<file path="src/pcc_pkg.sv">
`default_nettype none
package pcc_pkg;
  localparam int DATA_W = 24;
  localparam int SYNC_W = DATA_W + 4;
  localparam int LINE_W = 12;
  localparam int BYTE_LO = 2;
  localparam int BYTE_HI = 9;
  localparam int SYS_CLK_PERIOD_NS = 10;
  localparam int MCLK_PERIOD_NS = 80;
  localparam int MCLK_HALF_CYC = (MCLK_PERIOD_NS / 2 + SYS_CLK_PERIOD_NS - 1) / SYS_CLK_PERIOD_NS;
  localparam logic [7:0] MCLK_HALF_M1 = 8'(MCLK_HALF_CYC - 1);
  localparam logic [7:0] CCIR_PREAMBLE = 8'hff;
  localparam logic [1:0] CCIR_SKIP = 2'h3;
  localparam logic [1:0] RESET_CNT = 2'h0;
  localparam logic [DATA_W-1:0] RESET_PIX = 24'h000000;

  typedef enum logic [3:0] {
    PCC_FMT_RAW8,
    PCC_FMT_GENERIC10,
    PCC_FMT_CCIR656,
    PCC_FMT_YCC422_2C,
    PCC_FMT_YCC422_1C,
    PCC_FMT_RGB565_1C,
    PCC_FMT_RGB888_3C,
    PCC_FMT_RGB888_1C,
    PCC_FMT_TVDEC_1C
  } pcc_fmt_e;
endpackage : pcc_pkg
`default_nettype wire

</file>
<file path="src/pcc_sync_if.sv">
`timescale 1ns/1ps
`default_nettype none
interface pcc_sync_if #(parameter int DW = 24);
  logic pclk;
  logic lsync;
  logic fsync;
  logic field;
  logic [DW-1:0] data;
  modport src (output pclk, output lsync, output fsync, output field, output data);
  modport dst (input pclk, input lsync, input fsync, input field, input data);
endinterface : pcc_sync_if
`default_nettype wire

</file>
<file path="src/pcc_sync.sv">
`timescale 1ns/1ps
`default_nettype none
module pcc_sync #(
  parameter int W = 28
) (
  input wire logic clk,
  input wire logic rst_n,
  input wire logic [W-1:0] raw,
  pcc_sync_if.src s
);
  logic [W-1:0] q1_q;
  logic [W-1:0] q2_q;
  logic [W-1:0] q3_q;
  logic [W-1:0] stable_q;
  logic [W-1:0] agree;

  // First stage feeds only the second
  always_ff @(posedge clk) begin
    if (!rst_n) begin
      q1_q <= '0;
      q2_q <= '0;
      q3_q <= '0;
    end else begin
      q1_q <= raw;
      q2_q <= q1_q;
      q3_q <= q2_q;
    end
  end

  assign agree = q2_q ~^ q3_q;

  // A bit moves only once stages two and three agree
  always_ff @(posedge clk) begin
    if (!rst_n) begin
      stable_q <= '0;
    end else begin
      stable_q <= (agree & q3_q) | (~agree & stable_q);
    end
  end

  assign s.data = stable_q[W-5:0];
  assign s.pclk = stable_q[W-4];
  assign s.lsync = stable_q[W-3];
  assign s.fsync = stable_q[W-2];
  assign s.field = stable_q[W-1];
endmodule : pcc_sync
`default_nettype wire

</file>
<file path="src/pcc_capture.sv">
`timescale 1ns/1ps
`default_nettype none
// Notes on behaviour
// Accept up to 24 data bits per pixel clock
// Support RGB888, CCIR656, 8-bit YCbCr, raw formats
// 8-bit sensor drives internal bits 9:2
// 10-bit sensor drives bits 9:0 directly
// 16-bit sensor drives 15:0, YCbCr/RGB565 layouts
// 24-bit source drives all bits 23:0
// One-cycle RGB888 and decoder YCbCr component mapping
// Three bytes on 9:2 form one pixel
// CCIR656/two-cycle YCbCr alternate chroma, luma bytes
// Frame sync realigns frame and line counters
// Drive master clock; sensor returns clock, syncs
// Optional field indicator marks interlaced field
// Sample one pixel clock edge, active lines only
// Deliver nothing before first frame sync
module pcc_capture #(
  parameter logic [7:0] MCLK_HALF = pcc_pkg::MCLK_HALF_M1
) (
  input wire logic SYS_CLK,
  input wire logic NRST,
  input wire logic PIXEL_CLOCK_IN,
  input wire logic LINE_SYNC,
  input wire logic FRAME_SYNC,
  input wire logic FIELD_INDICATOR,
  input wire logic [pcc_pkg::DATA_W-1:0] SENSOR_DATA,
  input wire pcc_pkg::pcc_fmt_e FORMAT,
  output logic SENSOR_MCLK,
  output logic PIX_VALID,
  output logic [pcc_pkg::DATA_W-1:0] PIX_DATA,
  output logic PIX_FRAME_START,
  output logic PIX_FIELD,
  output logic [pcc_pkg::LINE_W-1:0] PIX_LINE
);
  import pcc_pkg::*;

  pcc_sync_if #(.DW(DATA_W)) sif ();

  // Pixel clock, syncs and data share one delay so they stay aligned
  pcc_sync #(.W(SYNC_W)) u_sync (
    .clk(SYS_CLK),
    .rst_n(NRST),
    .raw({FIELD_INDICATOR, FRAME_SYNC, LINE_SYNC, PIXEL_CLOCK_IN, SENSOR_DATA}),
    .s(sif.src)
  );

  ////////////////////////////////////////////////////////////////////////////
  // Master clock divider
  logic [7:0] div_q;
  logic mclk_en;
  logic mclk_q;

  assign mclk_en = (div_q == MCLK_HALF);

  always_ff @(posedge SYS_CLK) begin
    if (!NRST) begin
      div_q <= 8'h00;
    end else if (mclk_en) begin
      div_q <= 8'h00;
    end else begin
      div_q <= div_q + 8'h01;
    end
  end

  always_ff @(posedge SYS_CLK) begin
    if (!NRST) begin
      mclk_q <= 1'b0;
    end else if (mclk_en) begin
      mclk_q <= ~mclk_q;
    end
  end

  assign SENSOR_MCLK = mclk_q;

  ////////////////////////////////////////////////////////////////////////////
  // Edge detection on the filtered link signals
  logic pclk_q;
  logic lsync_q;
  logic fsync_q;
  logic pclk_rise;
  logic fs_rise;
  logic ls_rise;
  logic ls_fall;

  always_ff @(posedge SYS_CLK) begin
    if (!NRST) begin
      pclk_q <= 1'b0;
      lsync_q <= 1'b0;
      fsync_q <= 1'b0;
    end else begin
      pclk_q <= sif.pclk;
      lsync_q <= sif.lsync;
      fsync_q <= sif.fsync;
    end
  end

  assign pclk_rise = sif.pclk & ~pclk_q;
  assign fs_rise = sif.fsync & ~fsync_q;
  assign ls_rise = sif.lsync & ~lsync_q;
  assign ls_fall = ~sif.lsync & lsync_q;

  ////////////////////////////////////////////////////////////////////////////
  // Frame alignment
  logic armed_q;
  logic first_q;
  logic field_q;
  logic [LINE_W-1:0] line_q;

  always_ff @(posedge SYS_CLK) begin
    if (!NRST) begin
      armed_q <= 1'b0;
    end else if (fs_rise) begin
      armed_q <= 1'b1;
    end
  end

  always_ff @(posedge SYS_CLK) begin
    if (!NRST) begin
      line_q <= '0;
    end else if (fs_rise) begin
      line_q <= '0;
    end else if (ls_fall && armed_q) begin
      line_q <= line_q + 1'b1;
    end
  end

  always_ff @(posedge SYS_CLK) begin
    if (!NRST) begin
      field_q <= 1'b0;
    end else if (fs_rise) begin
      field_q <= sif.field;
    end
  end

  ////////////////////////////////////////////////////////////////////////////
  // Format decode
  logic take;
  logic [7:0] byte_in;
  logic [23:0] din;
  logic [1:0] cnt_q;
  logic [1:0] cnt_d;
  logic [1:0] skip_q;
  logic [1:0] skip_d;
  logic [15:0] hold_q;
  logic [15:0] hold_d;
  logic emit;
  logic [DATA_W-1:0] pix_d;

  assign take = pclk_rise & sif.lsync & armed_q;
  assign din = sif.data;
  assign byte_in = din[BYTE_HI:BYTE_LO];

  always_comb begin
    cnt_d = cnt_q;
    skip_d = skip_q;
    hold_d = hold_q;
    emit = 1'b0;
    pix_d = RESET_PIX;
    case (FORMAT)
      PCC_FMT_RAW8: begin
        emit = 1'b1;
        pix_d = {16'h0000, byte_in};
      end
      PCC_FMT_GENERIC10: begin
        emit = 1'b1;
        pix_d = {14'h0000, din[9:0]};
      end
      PCC_FMT_CCIR656, PCC_FMT_YCC422_2C: begin
        // Timing reference codes in CCIR656 are dropped, not delivered
        if (skip_q != RESET_CNT) begin
          skip_d = skip_q - 2'h1;
        end else if (FORMAT == PCC_FMT_CCIR656 && byte_in == CCIR_PREAMBLE) begin
          skip_d = CCIR_SKIP;
          cnt_d = RESET_CNT;
        end else if (cnt_q == RESET_CNT) begin
          hold_d = {8'h00, byte_in};
          cnt_d = 2'h1;
        end else begin
          emit = 1'b1;
          pix_d = {byte_in, hold_q[7:0], 8'h00};
          cnt_d = RESET_CNT;
        end
      end
      PCC_FMT_YCC422_1C: begin
        emit = 1'b1;
        pix_d = {din[15:8], din[7:0], 8'h00};
      end
      PCC_FMT_RGB565_1C: begin
        emit = 1'b1;
        pix_d = {din[15:11], 3'h0, din[10:5], 2'h0, din[4:0], 3'h0};
      end
      PCC_FMT_RGB888_3C: begin
        if (cnt_q == 2'h2) begin
          emit = 1'b1;
          pix_d = {hold_q, byte_in};
          cnt_d = RESET_CNT;
        end else begin
          hold_d = {hold_q[7:0], byte_in};
          cnt_d = cnt_q + 2'h1;
        end
      end
      PCC_FMT_RGB888_1C, PCC_FMT_TVDEC_1C: begin
        emit = 1'b1;
        pix_d = {din[23:16], din[15:8], din[7:0]};
      end
      default: begin
        emit = 1'b0;
      end
    endcase
  end

  // Phase restarts with every line so a lost byte cannot skew later lines
  always_ff @(posedge SYS_CLK) begin
    if (!NRST) begin
      cnt_q <= RESET_CNT;
      skip_q <= RESET_CNT;
      hold_q <= 16'h0000;
    end else if (ls_rise || fs_rise) begin
      cnt_q <= RESET_CNT;
      skip_q <= RESET_CNT;
    end else if (take) begin
      cnt_q <= cnt_d;
      skip_q <= skip_d;
      hold_q <= hold_d;
    end
  end

  ////////////////////////////////////////////////////////////////////////////
  // Output registers
  logic valid_q;
  logic [DATA_W-1:0] pix_q;

  always_ff @(posedge SYS_CLK) begin
    if (!NRST) begin
      valid_q <= 1'b0;
    end else begin
      valid_q <= take & emit;
    end
  end

  always_ff @(posedge SYS_CLK) begin
    if (!NRST) begin
      pix_q <= RESET_PIX;
    end else if (take && emit) begin
      pix_q <= pix_d;
    end
  end

  always_ff @(posedge SYS_CLK) begin
    if (!NRST) begin
      first_q <= 1'b0;
    end else if (fs_rise) begin
      first_q <= 1'b1;
    end else if (valid_q) begin
      first_q <= 1'b0;
    end
  end

  assign PIX_VALID = valid_q;
  assign PIX_DATA = pix_q;
  assign PIX_FRAME_START = valid_q & first_q;
  assign PIX_FIELD = field_q;
  assign PIX_LINE = line_q;
endmodule : pcc_capture
`default_nettype wire

</file>
<file path="config.mk">
export PLATFORM = sky130hd
export DESIGN_NAME = pcc_capture
export DESIGN_NICKNAME = d
export VERILOG_FILES = /design/src/pcc_pkg.sv /design/src/pcc_sync_if.sv /design/src/pcc_sync.sv /design/src/pcc_capture.sv
export SDC_FILE = /design/constraint.sdc
export NUM_CORES = 1
export LEC_CHECK = 0
export BUFFER_PORTS_ARGS = -buffer_cell sky130_fd_sc_hd__buf_2
export CAP_MARGIN = 20
export CORE_ASPECT_RATIO = 0.75
export CORE_MARGIN = 3
export CORE_UTILIZATION = 45
export DETAILED_ROUTE_END_ITERATION = 12
export PLACE_DENSITY = 0.72
export SYNTH_ARGS = -nofsm -noshare
export SYNTH_HDL_FRONTEND = slang
export SYNTH_HIERARCHICAL = 1
export SYNTH_SLANG_ARGS = --single-unit
</file>
<file path="constraint.sdc">
create_clock -name SYS_CLK -period 2.8 [get_ports SYS_CLK]
set_clock_uncertainty 0.2 [all_clocks]
set_input_delay 0.28 -clock SYS_CLK [delete_from_list [all_inputs] [get_ports SYS_CLK]]
set_output_delay 0.28 -clock SYS_CLK [all_outputs]
set_load 0.005 [all_outputs]
</file>
# After elaboration in Yosys (flattened, before gate mapping)
# Index checks and enable logic that the tools add are counted.
totals:
  out_inout_bits: 40
  in_bits: 34
  word_cells: 100
  regBits: 184
op_classes:
  eq_ne: 15
  n_reduce_logical: 19
  muxes: 24
  n_bitwise: 20
  add_sub_neg: 4
op_table:
  columns: ["operator", "count"]
  rows:
  - ["$pmux W24 S7", 1]
  - ["$mux W24", 4]
  - ["$mux W16", 4]
  - ["$and A28 B28 Y28", 2]
  - ["$pmux W16 S2", 1]
  - ["$not A28 Y28", 1]
  - ["$or A28 B28 Y28", 1]
  - ["$xnor A28 B28 Y28", 1]
  - ["$eq A4 B3 Y1 const B", 4]
  - ["$add A12 B1 Y12 const B", 1]
  - ["$reduce_or A2 Y1", 5]
  - ["$add A8 B1 Y8 const B", 1]
  - ["$and A1 B1 Y1", 8]
  - ["$eq A4 B2 Y1 const B", 2]
  - ["$eq A8 B2 Y1 const B", 1]
  - ["$eq A8 B8 Y1 const B", 1]
  - ["$mux W1", 8]
  - ["$mux W2", 4]
  - ["$ne A2 B2 Y1 const B", 4]
  - ["$reduce_bool A2 Y1", 4]
  - ["$not A1 Y1", 7]
  - ["$reduce_and A7 Y1", 1]
  - ["$reduce_and A3 Y1", 2]
  - ["$reduce_or A6 Y1", 1]
  - ["other kinds (11)", 13]

# Longest topological paths before layout
# Gate-level depths: netlist of run 1.
logic_depth:
  depth_word: 6
  depth_mapped: 9

# Hierarchy
# The synthesis of run 1 kept the hierarchy.
modules_own_cells:
  columns: ["mod", "cells_per_inst", "seq_area_each_um2", "area_each_um2", "n_inst"]
  rows:
  - ["pcc_capture", 398, 1441.4, 3505.9, 1]
  - ["pcc_sync", 292, 2242.2, 3338.2, 1]

# Worst setup path after synthesis of run 1
# No wires, ideal clock.
synth_timing:
  path_type: "register to register"
  startpoint: "register skip_q[0]"
  endpoint: "register hold_q[4]"
  t_arrival_ps: 1863
  synth_period_minus_slack_ps: 2191
  setup_ps: 128
  stages_incl_launch_ff: 10
  slack_ps: 609
  path_cell_list: "dfxtp_1 -> inv_1 -> ha_1 -> nor2b_1 -> o2111ai_1 -> or4_1 -> buf_2 -> buf_6 -> mux2i_1 -> nor2_1"
synth_via:
  elab_chain_len: 3
synth_rtl:
  columns: ["item", "line", "rtl"]
  rows:
  - ["start: declaration", "pcc_capture.sv:143", "logic [1:0] skip_q;"]
  - ["start signal: assignment", "pcc_capture.sv:224", "skip_q <= skip_d;"]
  - ["$reduce_bool A2 Y1", "pcc_capture.sv:171", "if (skip_q != RESET_CNT) begin"]
  - ["$ne A2 B2 Y1 (no source line)", null, null]
  - ["$reduce_and A7 Y1 (no source line)", null, null]
  - ["end signal: assignment", "pcc_capture.sv:225", "hold_q <= hold_d;"]
  - ["end: declaration", "pcc_capture.sv:145", "logic [15:0] hold_q;"]
# No other way between the ends.
# A chain may end at the register's enable or synchronous reset.

# Worst setup path in the final report of run 1
layout_timing:
  startpoint: "register skip_q[0]"
  endpoint: "register pix_q[20] (netlist: PIX_DATA[20])"
layout_via:
  elab_chain_len: 4
layout_rtl:
  columns: ["item", "line", "rtl"]
  rows:
  - ["$reduce_bool A2 Y1 (*)", "pcc_capture.sv:171", null]
  - ["$mux W1", "pcc_capture.sv:171", null]
  - ["$pmux W1 S3", "pcc_capture.sv:160", "case (FORMAT)"]
  - ["$logic_and A1 B1 Y1", "pcc_capture.sv:245", "end else if (take && emit) begin"]
  - ["end signal: assignment", "pcc_capture.sv:246", "pix_q <= pix_d;"]
  - ["end: declaration", "pcc_capture.sv:232", "logic [DATA_W-1:0] pix_q;"]
# Every way passes the cells marked *; elsewhere a longest branch is shown, timed or not.

==> reports/metrics.yaml, run 1 <==
setup_path:
  crit_type: "flip-flop to flip-flop"
  worstPathArrival_ns: 2.50
  required_ns: 2.86
  worstSetupEndpointType: "flip-flop"
  startpoint_type: "flip-flop"
  crit_path_max_incr_delay_ns: 0.73
  path_cells: "inv_1 > ha_1 > nor2b_1 > nand4_1 > nor3b_2 > or2_1 > a311oi_1"
  cp_max_fo: 25
  slowest_stage: "or2_1"
die:
  fp-row-count: 38
  core-area_sq_um: 14700
  die_x_um: 148
  die_area_sq_um: 16700
  fp.dieH_um: 113
  initial_core_util: 0.466
  io_pins: 74
sta:
  relSlewSlack: 0.395
  worstMarginPinSlew_ns: 0.908
  post-route-min-period_ns: 2.45
  rsz0062_at_grt: "no"
  setup_tns_ns: 0
  setup_viol: 0
  hold_viol_final: 0
  maxSlewViolCount: 0
  max_freq_mhz: 409
  period_share: 0.874
  whs_ns: 0.0510
yosys:
  synthDistinctLibCells: 57
  synth_area_leaders: "dfxtp_1 54%, and2_1 8.1%, o21ai_0 3.8%, nand2_1 2.7%, a22o_1 2.0%"
  synth-seq-area-share: 0.538
  synth-seq-cells: 184
  syn-cell-area_sq_um: 6840
  synth_edf_count: 0
  syn_nets: 727
  synth-async-reset-ratio: 0
  synth_top_area_cell: "dfxtp_1"
  avgSynthCellArea_sq_um: 9.92
  synth_flop_cell: "dfxtp_1"
  netlist_instances: 690
  ys_warn_count: 6
  synth_top_area_share: 0.538
flow_run:
  drv_cap: 0
route:
  top_layer_used: "met4"
  viasPerCell: 5.30
  dr.pass1.iters: 7
  met3_length_um: 1380
  drt-met1-wl_um: 7150
  drc: 0
  num_vias: 5308
  ant_nets: 0
  wl_met2_um: 6610
  avgRoutedWirePerCell_um: 15.4
  routed_wl_um: 15400
  drt_iter0_markers: 410
layout:
  syn_to_final_growth_pct: 21.2
  design.final.nets: 825
  layout_commonest_cell: "dfxtp_1"
  n_antenna_cell: 0
  drive_above_1_share: 0.184
  seqCellArea_sq_um: 3680
  final_cell_mix: "184 x dfxtp_1, 89 x and2_1, 72 x buf_2, 52 x o21ai_0, 50 x nand2_1"
  finalNonFillerCells: 1001
  nFillCells: 1237
  multi_input_area_sq_um: 2930
clock_network:
  cts_tree: "yes"
  cts_buffers: 17
  cts_buffer_depth: 2
  clk_pin_slew_ns: 0.07
  post-cts-setup-buffer-count: 0
  cts-root-buf: "clkbuf_16"
  cts_num_sinks: 184
  h-tree-depth: 4
  clk_latency_ns: 0.43
grt:
  grtUsageTotal: 0.186
  antenna_found_initial: 0
  grt_max_degree: 105
  grt_pass1_vias: 4946
  grt_overflow_total: 0
  grt_pass1_wl_um: 24900
placement:
  place_congestion: 0.934
  dp_cells: 941
  hpwlAfterDp_um: 10400
  numPortBuffers: 73
pwr:
  powerDensity_nw_per_um2: 637
  p_comb_frac: 0.037
  swShare: 0.221
  finalPower_mw: 5.28
  p_switching_mw: 1.17
  ir_worst_vdd_mv: 0.489
  clkPwrFrac: 0.452
  p_leak_nw: 3.38
  p_seq_frac: 0.511
  intPower_mw: 4.11
worst_hold_path:
  min_path_type: "primary input to flip-flop"
status:
  outcome: "finished, final reports clean"
==> per-stage QoR <==
stage / instance area, sq um / setup slack, ns / utilization
2_1_floorplan: 6840 / 0.609 / -
3_3_place_gp: 7410 / 0.403 / 0.505
3_5_place_dp: 7410 / 0.289 / 0.505
4_1_cts: 8290 / 0.368 / 0.565
5_1_grt: 8290 / 0.123 / 0.565
6_report: 8290 / 0.353 / 0.565
==> logic make-up after synthesis <==
kind of cell | synth area share
xor+xnor | 0.0205
flops | 0.538
mux | 0.0245
simple gates | 0.190
compound gates | 0.186
fa+ha+maj | 0.00549
buf+inv | 0.0349
==> final timing paths <==
check / start / slack [ns] / depth (start not counted) / endpoint
min reg2reg: u_sync/q1_q[14]$_SDFF_PN0_ / 0.23 / 1 / u_sync/q2_q[14]$_SDFF_PN0_
max: skip_q[0]$_SDFFE_PP0P_ / 0.35 / 7 / PIX_DATA[20]$_SDFFE_PN0P_
min: NRST / 0.05 / 2 / PIX_DATA[0]$_SDFFE_PN0P_
max reg2reg: skip_q[0]$_SDFFE_PP0P_ / 0.35 / 7 / PIX_DATA[20]$_SDFFE_PN0P_
==> per-layer routing <==
metal,global-route usage,vias to the layer above
met5,0,-
met4,0.0480,0
met3,0.0540,31
met2,0.283,187
met1,0.262,2463
li1,-,2627
==> power groups by stage <==
stage          clock [mW]  sequential, mW  combinational, mW
5_1_grt              2.56            2.70              0.218
4_1_cts              2.43            2.70              0.195
3_5_place_dp            0            2.76              0.165
3_3_place_gp            0            2.75              0.160
2_1_floorplan           0            2.75              0.118
6_report             2.39            2.70              0.195
==> what timing repair did <==
| action | in CTS | in global routing |
|---|---|---|
| resized for setup | 0 | 0 |
| endpoints found under the hold margin | 28 | 0 |
| hold buffers | 28 | 0 |
==> cell type report <==
cell class	instances	area share
flip-flops and latches	184	0.444
multi-input cells	458	0.353
repair buffers	121	0.0978
clock buffers	18	0.0517
well taps	200	0.0302
clock inverters	14	0.0205
inverters	6	0.00272
==> worst max-delay path: cells and delay by family, from the launching register on <==
family / cells / cell delay (ns)
AO/OA/AOI/OAI: 1 / 0.18
adder cells (fa/ha/maj): 1 / 0.18
buffers and inverters: 1 / 0.06
flip-flops: 1 / 0.32
AND/OR/NAND/NOR: 4 / 1.33
==> Yosys cell counts (4+ instances only) <==
master,count
nor2_1,36
a22oi_1,9
clkbuf_2,6
nand2_1,50
a221oi_1,4
a222oi_1,5
a21oi_1,24
dfxtp_1,184
inv_1,6
buf_6,4
nand4_1,4
o31ai_1,18
and2_1,89
nor3_1,5
xnor2_1,5
a31oi_1,9
a21boi_2,10
nand2b_1,4
nor2b_1,8
mux2i_1,10
and3_1,4
mux2_2,6
a22o_1,16
buf_2,8
a21boi_1,16
nand3_1,18
o21ai_0,52
xor2_1,11
clkbuf_1,18
(Power assumes the default switching activity.)
==> run 2: changes to the inputs <==
--- a/config.mk
+++ b/config.mk
@@ -9,9 +9,9 @@
 export CAP_MARGIN = 20
 export CORE_ASPECT_RATIO = 0.75
 export CORE_MARGIN = 3
-export CORE_UTILIZATION = 45
+export CORE_UTILIZATION = 39
 export DETAILED_ROUTE_END_ITERATION = 12
-export PLACE_DENSITY = 0.72
+export PLACE_DENSITY_LB_ADDON = 0.15
 export SYNTH_ARGS = -nofsm -noshare
 export SYNTH_HDL_FRONTEND = slang
 export SYNTH_HIERARCHICAL = 1
==> run 2 against run 1 <==
First-iteration DRC count rose by 19%. Clock power rose by 18%. Sequential power barely moved. Sequential share of layout area fell by 0.73 points. Register-to-register slack got worse by 0.04 ns. Utilization fell by 6.9 points. Total power rose by 7.9%. Critical path type unchanged.
==> reports/metrics.yaml, run 2 (synthesized netlist as in run 1, its figures left out) <==
route:
  drt-met1-wl_um: 7620  # was 7150 um
  avgRoutedWirePerCell_um: 15.1  # was 15.4 um
  drc: 0  # unchanged
  drt_iter0_markers: 489  # was 410
  routed_wl_um: 15700  # was 15400 um
  dr.pass1.iters: 5  # was 7
  num_vias: 5250  # was 5308
  top_layer_used: "met4"  # unchanged
  met3_length_um: 953  # was 1380 um
  viasPerCell: 5.07  # was 5.30
  ant_nets: 0  # unchanged
  wl_met2_um: 6870  # was 6610 um
die:
  fp.dieH_um: 121  # was 113 um
  core-area_sq_um: 17000  # was 14700 sq um
  die_x_um: 159  # was 148 um
  initial_core_util: 0.402  # was 0.466
  fp-row-count: 41  # was 38
  die_area_sq_um: 19200  # was 16700 sq um
  io_pins: 74  # unchanged
sta:
  post-route-min-period_ns: 2.49  # was 2.45 ns
  hold_viol_final: 0  # unchanged
  worstMarginPinSlew_ns: 0.941  # was 0.908 ns
  setup_viol: 0  # unchanged
  relSlewSlack: 0.373  # was 0.395
  maxSlewViolCount: 0  # unchanged
  rsz0062_at_grt: "no"  # unchanged
  period_share: 0.890  # was 0.874
  setup_tns_ns: 0  # unchanged
  max_freq_mhz: 401  # was 409 MHz
setup_path:
  required_ns: 2.85  # was 2.86 ns
  crit_type: "flip-flop to flip-flop"  # unchanged
  crit_path_max_incr_delay_ns: 0.76  # was 0.73 ns
  worstSetupEndpointType: "flip-flop"  # unchanged
  cp_max_fo: 25  # unchanged
  worstPathArrival_ns: 2.54  # was 2.50 ns
  path_cells: "inv_1 > ha_1 > nor2b_1 > nand4_1 > nor3b_2 > or2_1 > a311oi_1"  # unchanged
  startpoint_type: "flip-flop"  # unchanged
  r2r_slack_ns: 0.31  # was 0.35 ns
  slowest_stage: "or2_1"  # unchanged
clock_network:
  post_cts_resized: 0  # unchanged
  cts_buffers: 17  # unchanged
  h-tree-depth: 4  # unchanged
  cts_num_sinks: 184  # unchanged
  post-cts-setup-buffer-count: 0  # unchanged
  cts_hold_buf: 28  # unchanged
  clk_pin_slew_ns: 0.06  # was 0.07 ns
  clk_latency_ns: 0.43  # about the same
  cts_tree: "yes"  # unchanged
  cts-root-buf: "clkbuf_16"  # unchanged
  cts_buffer_depth: 2  # unchanged
grt:
  antenna_found_initial: 0  # unchanged
  grt_pass1_wl_um: 25700  # was 24900 um
  grt_pass1_vias: 5123  # was 4946
  grt_overflow_total: 0  # unchanged
  grtUsageTotal: 0.168  # was 0.186
  grt_max_degree: 150  # was 105
layout:
  layout_commonest_cell: "dfxtp_1"  # unchanged
  design.final.nets: 824  # was 825
  final_util: 0.495  # was 0.565
  final_cell_mix: "184 x dfxtp_1, 89 x and2_1, 72 x buf_2, 52 x o21ai_0, 50 x nand2_1"  # unchanged
  drive_above_1_share: 0.183  # was 0.184
  n_antenna_cell: 0  # unchanged
  syn_to_final_growth_pct: 23.2  # was 21.2%
worst_hold_path:
  min_path_type: "primary input to flip-flop"  # unchanged
placement:
  hpwlAfterDp_um: 10500  # was 10400 um
  numPortBuffers: 73  # unchanged
  place_congestion: 0.887  # was 0.934
pwr:
  powerDensity_nw_per_um2: 676  # was 637 nW/um^2
  p_leak_nw: 3.42  # was 3.38 nW
  ir_worst_vdd_mv: 0.389  # was 0.489 mV
status:
  outcome: "finished, final reports clean"  # unchanged
flow_run:
  drv_cap: 0  # unchanged
-- run 2: changes by cell type in the layout (fill, tap and decap cells not counted), moves of 2 or more --
| cell | previous run | this run |
|---|---|---|
| inv_8 | 2 | 0 |
| clkinv_2 | 2 | 0 |
| bufinv_16 | 2 | 7 |
| clkinv_4 | 5 | 1 |
| inv_6 | 2 | 4 |
-- run 2: final cells by class --
type / instances / area [sq um]
clock inverter: 13 / 262
clock buffer: 18 / 439
timing repair buffer: 120 / 803
sequential: 184 / 3680
inverter: 6 / 22.5
fill: 1573 / 8600
multi-input combinational: 458 / 2930
tap: 236 / 295
-- run 2: power by group --
| part | switching, mW | internal, mW | leakage [nW] |
|---|---|---|---|
| sequential | 0.0240 | 2.67 | 1.50 |
| combinational | 0.0973 | 0.0973 | 1.59 |
| clock | 1.01 | 1.80 | 0.338 |
| total | 1.14 | 4.57 | 3.42 |
-- run 2: critical path, delay by kind of cell, from the launching register on --
family	cells	cell delay, ns
compound gates	1	0.21
fa+ha+maj	1	0.17
buf+inv	1	0.06
flops	1	0.32
simple gates	4	1.36
-- run 2: path summary, 6_finish.rpt --
check | startpoint | end | cells past startpoint
worst max register to register | skip_q[0]$_SDFFE_PP0P_ | PIX_DATA[20]$_SDFFE_PN0P_ | 7
worst max-delay path | skip_q[0]$_SDFFE_PP0P_ | PIX_DATA[20]$_SDFFE_PN0P_ | 7
worst min-delay path | FORMAT[3] | PIX_DATA[8]$_SDFFE_PN0P_ | 4
worst min register to register | u_sync/q1_q[13]$_SDFF_PN0_ | u_sync/q2_q[13]$_SDFF_PN0_ | 1
-- run 2: per-stage QoR --
stage	total power, mW	area (sq um)	cells	hold slack, ns	worst slack [ns]
finish	5.70	8430	1035	0.184	0.309
global route	5.91	8430	1035	0.197	0.119
CTS	5.77	8430	1035	0.150	0.322
detailed placement	2.92	7450	976	0.218	0.223
global placement	2.91	7450	976	0.215	0.414
floorplan	2.87	6840	690	0.202	0.609
-- run 2: per-layer routing --
metal,track usage,vias to the layer above
li1,-,2628
met1,0.227,2452
met2,0.255,149
met3,0.0510,21
met4,0.0618,0
met5,0,-
==> run 3: changes to the inputs <==
--- a/config.mk
+++ b/config.mk
@@ -7,6 +7,8 @@
 export LEC_CHECK = 0
 export BUFFER_PORTS_ARGS = -buffer_cell sky130_fd_sc_hd__buf_2
 export CAP_MARGIN = 20
+export CELL_PAD_IN_SITES_DETAIL_PLACEMENT = 0
+export CELL_PAD_IN_SITES_GLOBAL_PLACEMENT = 1
 export CORE_ASPECT_RATIO = 0.75
 export CORE_MARGIN = 3
 export CORE_UTILIZATION = 39
==> run 3 against run 2 <==
Register-to-register slack gained 0.06 ns. Flip-flop and latch count is the same. Utilization shrank 0.62 points. Fmax grew 2.3%. Sequential power is essentially flat. Clock power shrank 13%. First-iteration DRC count grew 1.4%. Worst hold slack lost 0.15 ns. Non-clock buffer count is the same. Combinational power is essentially flat. Via count grew 0.25%. Global-route usage grew 0.59 points.
==> reports/metrics.yaml, run 3 (synthesized netlist as in run 1, its figures left out) <==
status:
  outcome: "finished, final reports clean"  # unchanged
route:
  routed_wl_um: 16200  # was 15700 um
  drc: 0  # unchanged
  viasPerCell: 5.08  # was 5.07
  dr.pass1.iters: 6  # was 5
  num_vias: 5263  # was 5250
  ant_nets: 0  # unchanged
  drt_iter0_markers: 496  # was 489
  avgRoutedWirePerCell_um: 15.7  # was 15.1 um
clock_network:
  cts_tree: "yes"  # unchanged
  h-tree-depth: 4  # unchanged
  clk_pin_slew_ns: 0.07  # was 0.06 ns
  cts_buffers: 17  # unchanged
  cts_num_sinks: 184  # unchanged
  clk_latency_ns: 0.43  # about the same
  cts_buffer_depth: 2  # unchanged
  cts-root-buf: "clkbuf_16"  # unchanged
  post-cts-setup-buffer-count: 0  # unchanged
layout:
  final_area_sq_um: 8330  # was 8430 sq um
  final_cell_mix: "184 x dfxtp_1, 89 x and2_1, 72 x buf_2, 52 x o21ai_0, 50 x nand2_1"  # unchanged
  drive_above_1_share: 0.183  # about the same
  n_antenna_cell: 0  # unchanged
  layout_commonest_cell: "dfxtp_1"  # unchanged
  syn_to_final_growth_pct: 21.7  # was 23.2%
  design.final.nets: 824  # unchanged
die:
  die_area_sq_um: 19200  # unchanged
  fp-row-count: 41  # unchanged
  initial_core_util: 0.402  # unchanged
  fp.dieH_um: 121  # unchanged
  io_pins: 74  # unchanged
  die_x_um: 159  # unchanged
  core-area_sq_um: 17000  # unchanged
setup_path:
  path_cells: "inv_1 > ha_1 > nor2b_1 > nand4_1 > nor3b_2 > or2_1 > a311oi_1"  # unchanged
  crit_path_max_incr_delay_ns: 0.72  # was 0.76 ns
  worstSetupEndpointType: "flip-flop"  # unchanged
  crit_start: "skip_q[0]$_SDFFE_PP0P_"  # unchanged
  required_ns: 2.86  # was 2.85 ns
  worstPathArrival_ns: 2.50  # was 2.54 ns
  slowest_stage: "or2_1"  # unchanged
  crit_end: "PIX_DATA[19]$_SDFFE_PN0P_"  # was PIX_DATA[20]$_SDFFE_PN0P_
  rr_endpoint: "PIX_DATA[19]$_SDFFE_PN0P_"  # was PIX_DATA[20]$_SDFFE_PN0P_
  r2r_start: "skip_q[0]$_SDFFE_PP0P_"  # unchanged
  startpoint_type: "flip-flop"  # unchanged
  rr_worst_depth: 7  # unchanged
  r2r_slack_ns: 0.36  # was 0.31 ns
  cp_max_fo: 25  # unchanged
  crit_type: "flip-flop to flip-flop"  # unchanged
flow_run:
  drv_cap: 0  # unchanged
grt:
  grtUsageTotal: 0.174  # was 0.168
  grt_pass1_wl_um: 26500  # was 25700 um
  antenna_found_initial: 0  # unchanged
  grt_overflow_total: 0  # unchanged
  grt_max_degree: 93  # was 150
  grt_pass1_vias: 5136  # was 5123
sta:
  worstMarginPinSlew_ns: 0.891  # was 0.941 ns
  setup_tns_ns: 0  # unchanged
  post-route-min-period_ns: 2.44  # was 2.49 ns
  max_freq_mhz: 411  # was 401 MHz
  whs_ns: 0.0323  # was 0.184 ns
  period_share: 0.870  # was 0.890
  setup_viol: 0  # unchanged
  hold_viol_final: 0  # unchanged
  relSlewSlack: 0.406  # was 0.373
  maxSlewViolCount: 0  # unchanged
  rsz0062_at_grt: "no"  # unchanged
pwr:
  finalPower_mw: 5.33  # was 5.70 mW
  ir_worst_vdd_mv: 0.351  # was 0.389 mV
  powerDensity_nw_per_um2: 641  # was 676 nW/um^2
  p_leak_nw: 3.37  # was 3.42 nW
worst_hold_path:
  min_path_type: "primary input to flip-flop"  # unchanged
placement:
  placed_cell_area_sq_um: 7440  # was 7450 sq um
  hpwlAfterDp_um: 10900  # was 10500 um
  place_congestion: 0.891  # was 0.887
  numPortBuffers: 73  # unchanged
[run 3: layout make-up]
| class | count | area [sq um] |
|---|---|---|
| Fill cell | 1598 | 8700 |
| Sequential cell | 184 | 3680 |
| Multi-Input combinational cell | 458 | 2930 |
| Timing Repair Buffer | 120 | 791 |
| Clock buffer | 19 | 443 |
| Tap cell | 236 | 295 |
| Clock inverter | 13 | 165 |
| Inverter | 6 | 22.5 |
[run 3: worst min-delay path by stage]
stage                                           from                         end  slack [ns]  cells past startpoint
after detailed placement  u_sync/q1_q[25]$_SDFF_PN0_  u_sync/q2_q[25]$_SDFF_PN0_        0.22                      1
after global routing                            NRST                   flip-flop        0.03                      2
after global placement    u_sync/q1_q[27]$_SDFF_PN0_  u_sync/q2_q[27]$_SDFF_PN0_        0.22                      1
after floorplan                      SENSOR_DATA[21]  u_sync/q1_q[21]$_SDFF_PN0_        0.20                      1
after CTS                                       NRST    PIX_DATA[1]$_SDFFE_PN0P_        0.01                      2
final                                           NRST                   flip-flop        0.03                      2
[run 3: repair_timing]
action                                 4_1_cts  5_1_grt
gates resized for setup                      0        0
hold buffers                                28        0
endpoints found under the hold margin       28        0
[run 3: critical path, delay by kind of cell, from the launching register on]
kind | cells | cell delay [ns]
fa+ha+maj | 1 | 0.17
simple gates | 4 | 1.31
buf+inv | 1 | 0.06
compound gates | 1 | 0.19
flops | 1 | 0.33
[run 3: power breakdown]
part / internal, mW / leakage, nW / switching [mW]
sequential: 2.67 / 1.50 / 0.0243
combinational: 0.0962 / 1.58 / 0.0972
clock: 1.37 / 0.287 / 1.08
total: 4.14 / 3.37 / 1.20
[run 3: through the flow]
step / instances / utilization / worst slack (ns)
after floorplan: 690 / - / 0.609
after global placement: 976 / 0.437 / 0.403
after detailed placement: 976 / 0.437 / 0.250
after CTS: 1036 / 0.489 / 0.377
after global routing: 1036 / 0.489 / 0.106
final: 1036 / 0.489 / 0.365
[run 3: metal layers]
layer / track usage / share of wire / vias up
met5: 0 / 0 / -
met4: 0.0694 / 0.016 / 0
met3: 0.0438 / 0.072 / 26
met2: 0.266 / 0.43 / 191
met1: 0.237 / 0.48 / 2430
li1: - / - / 2616
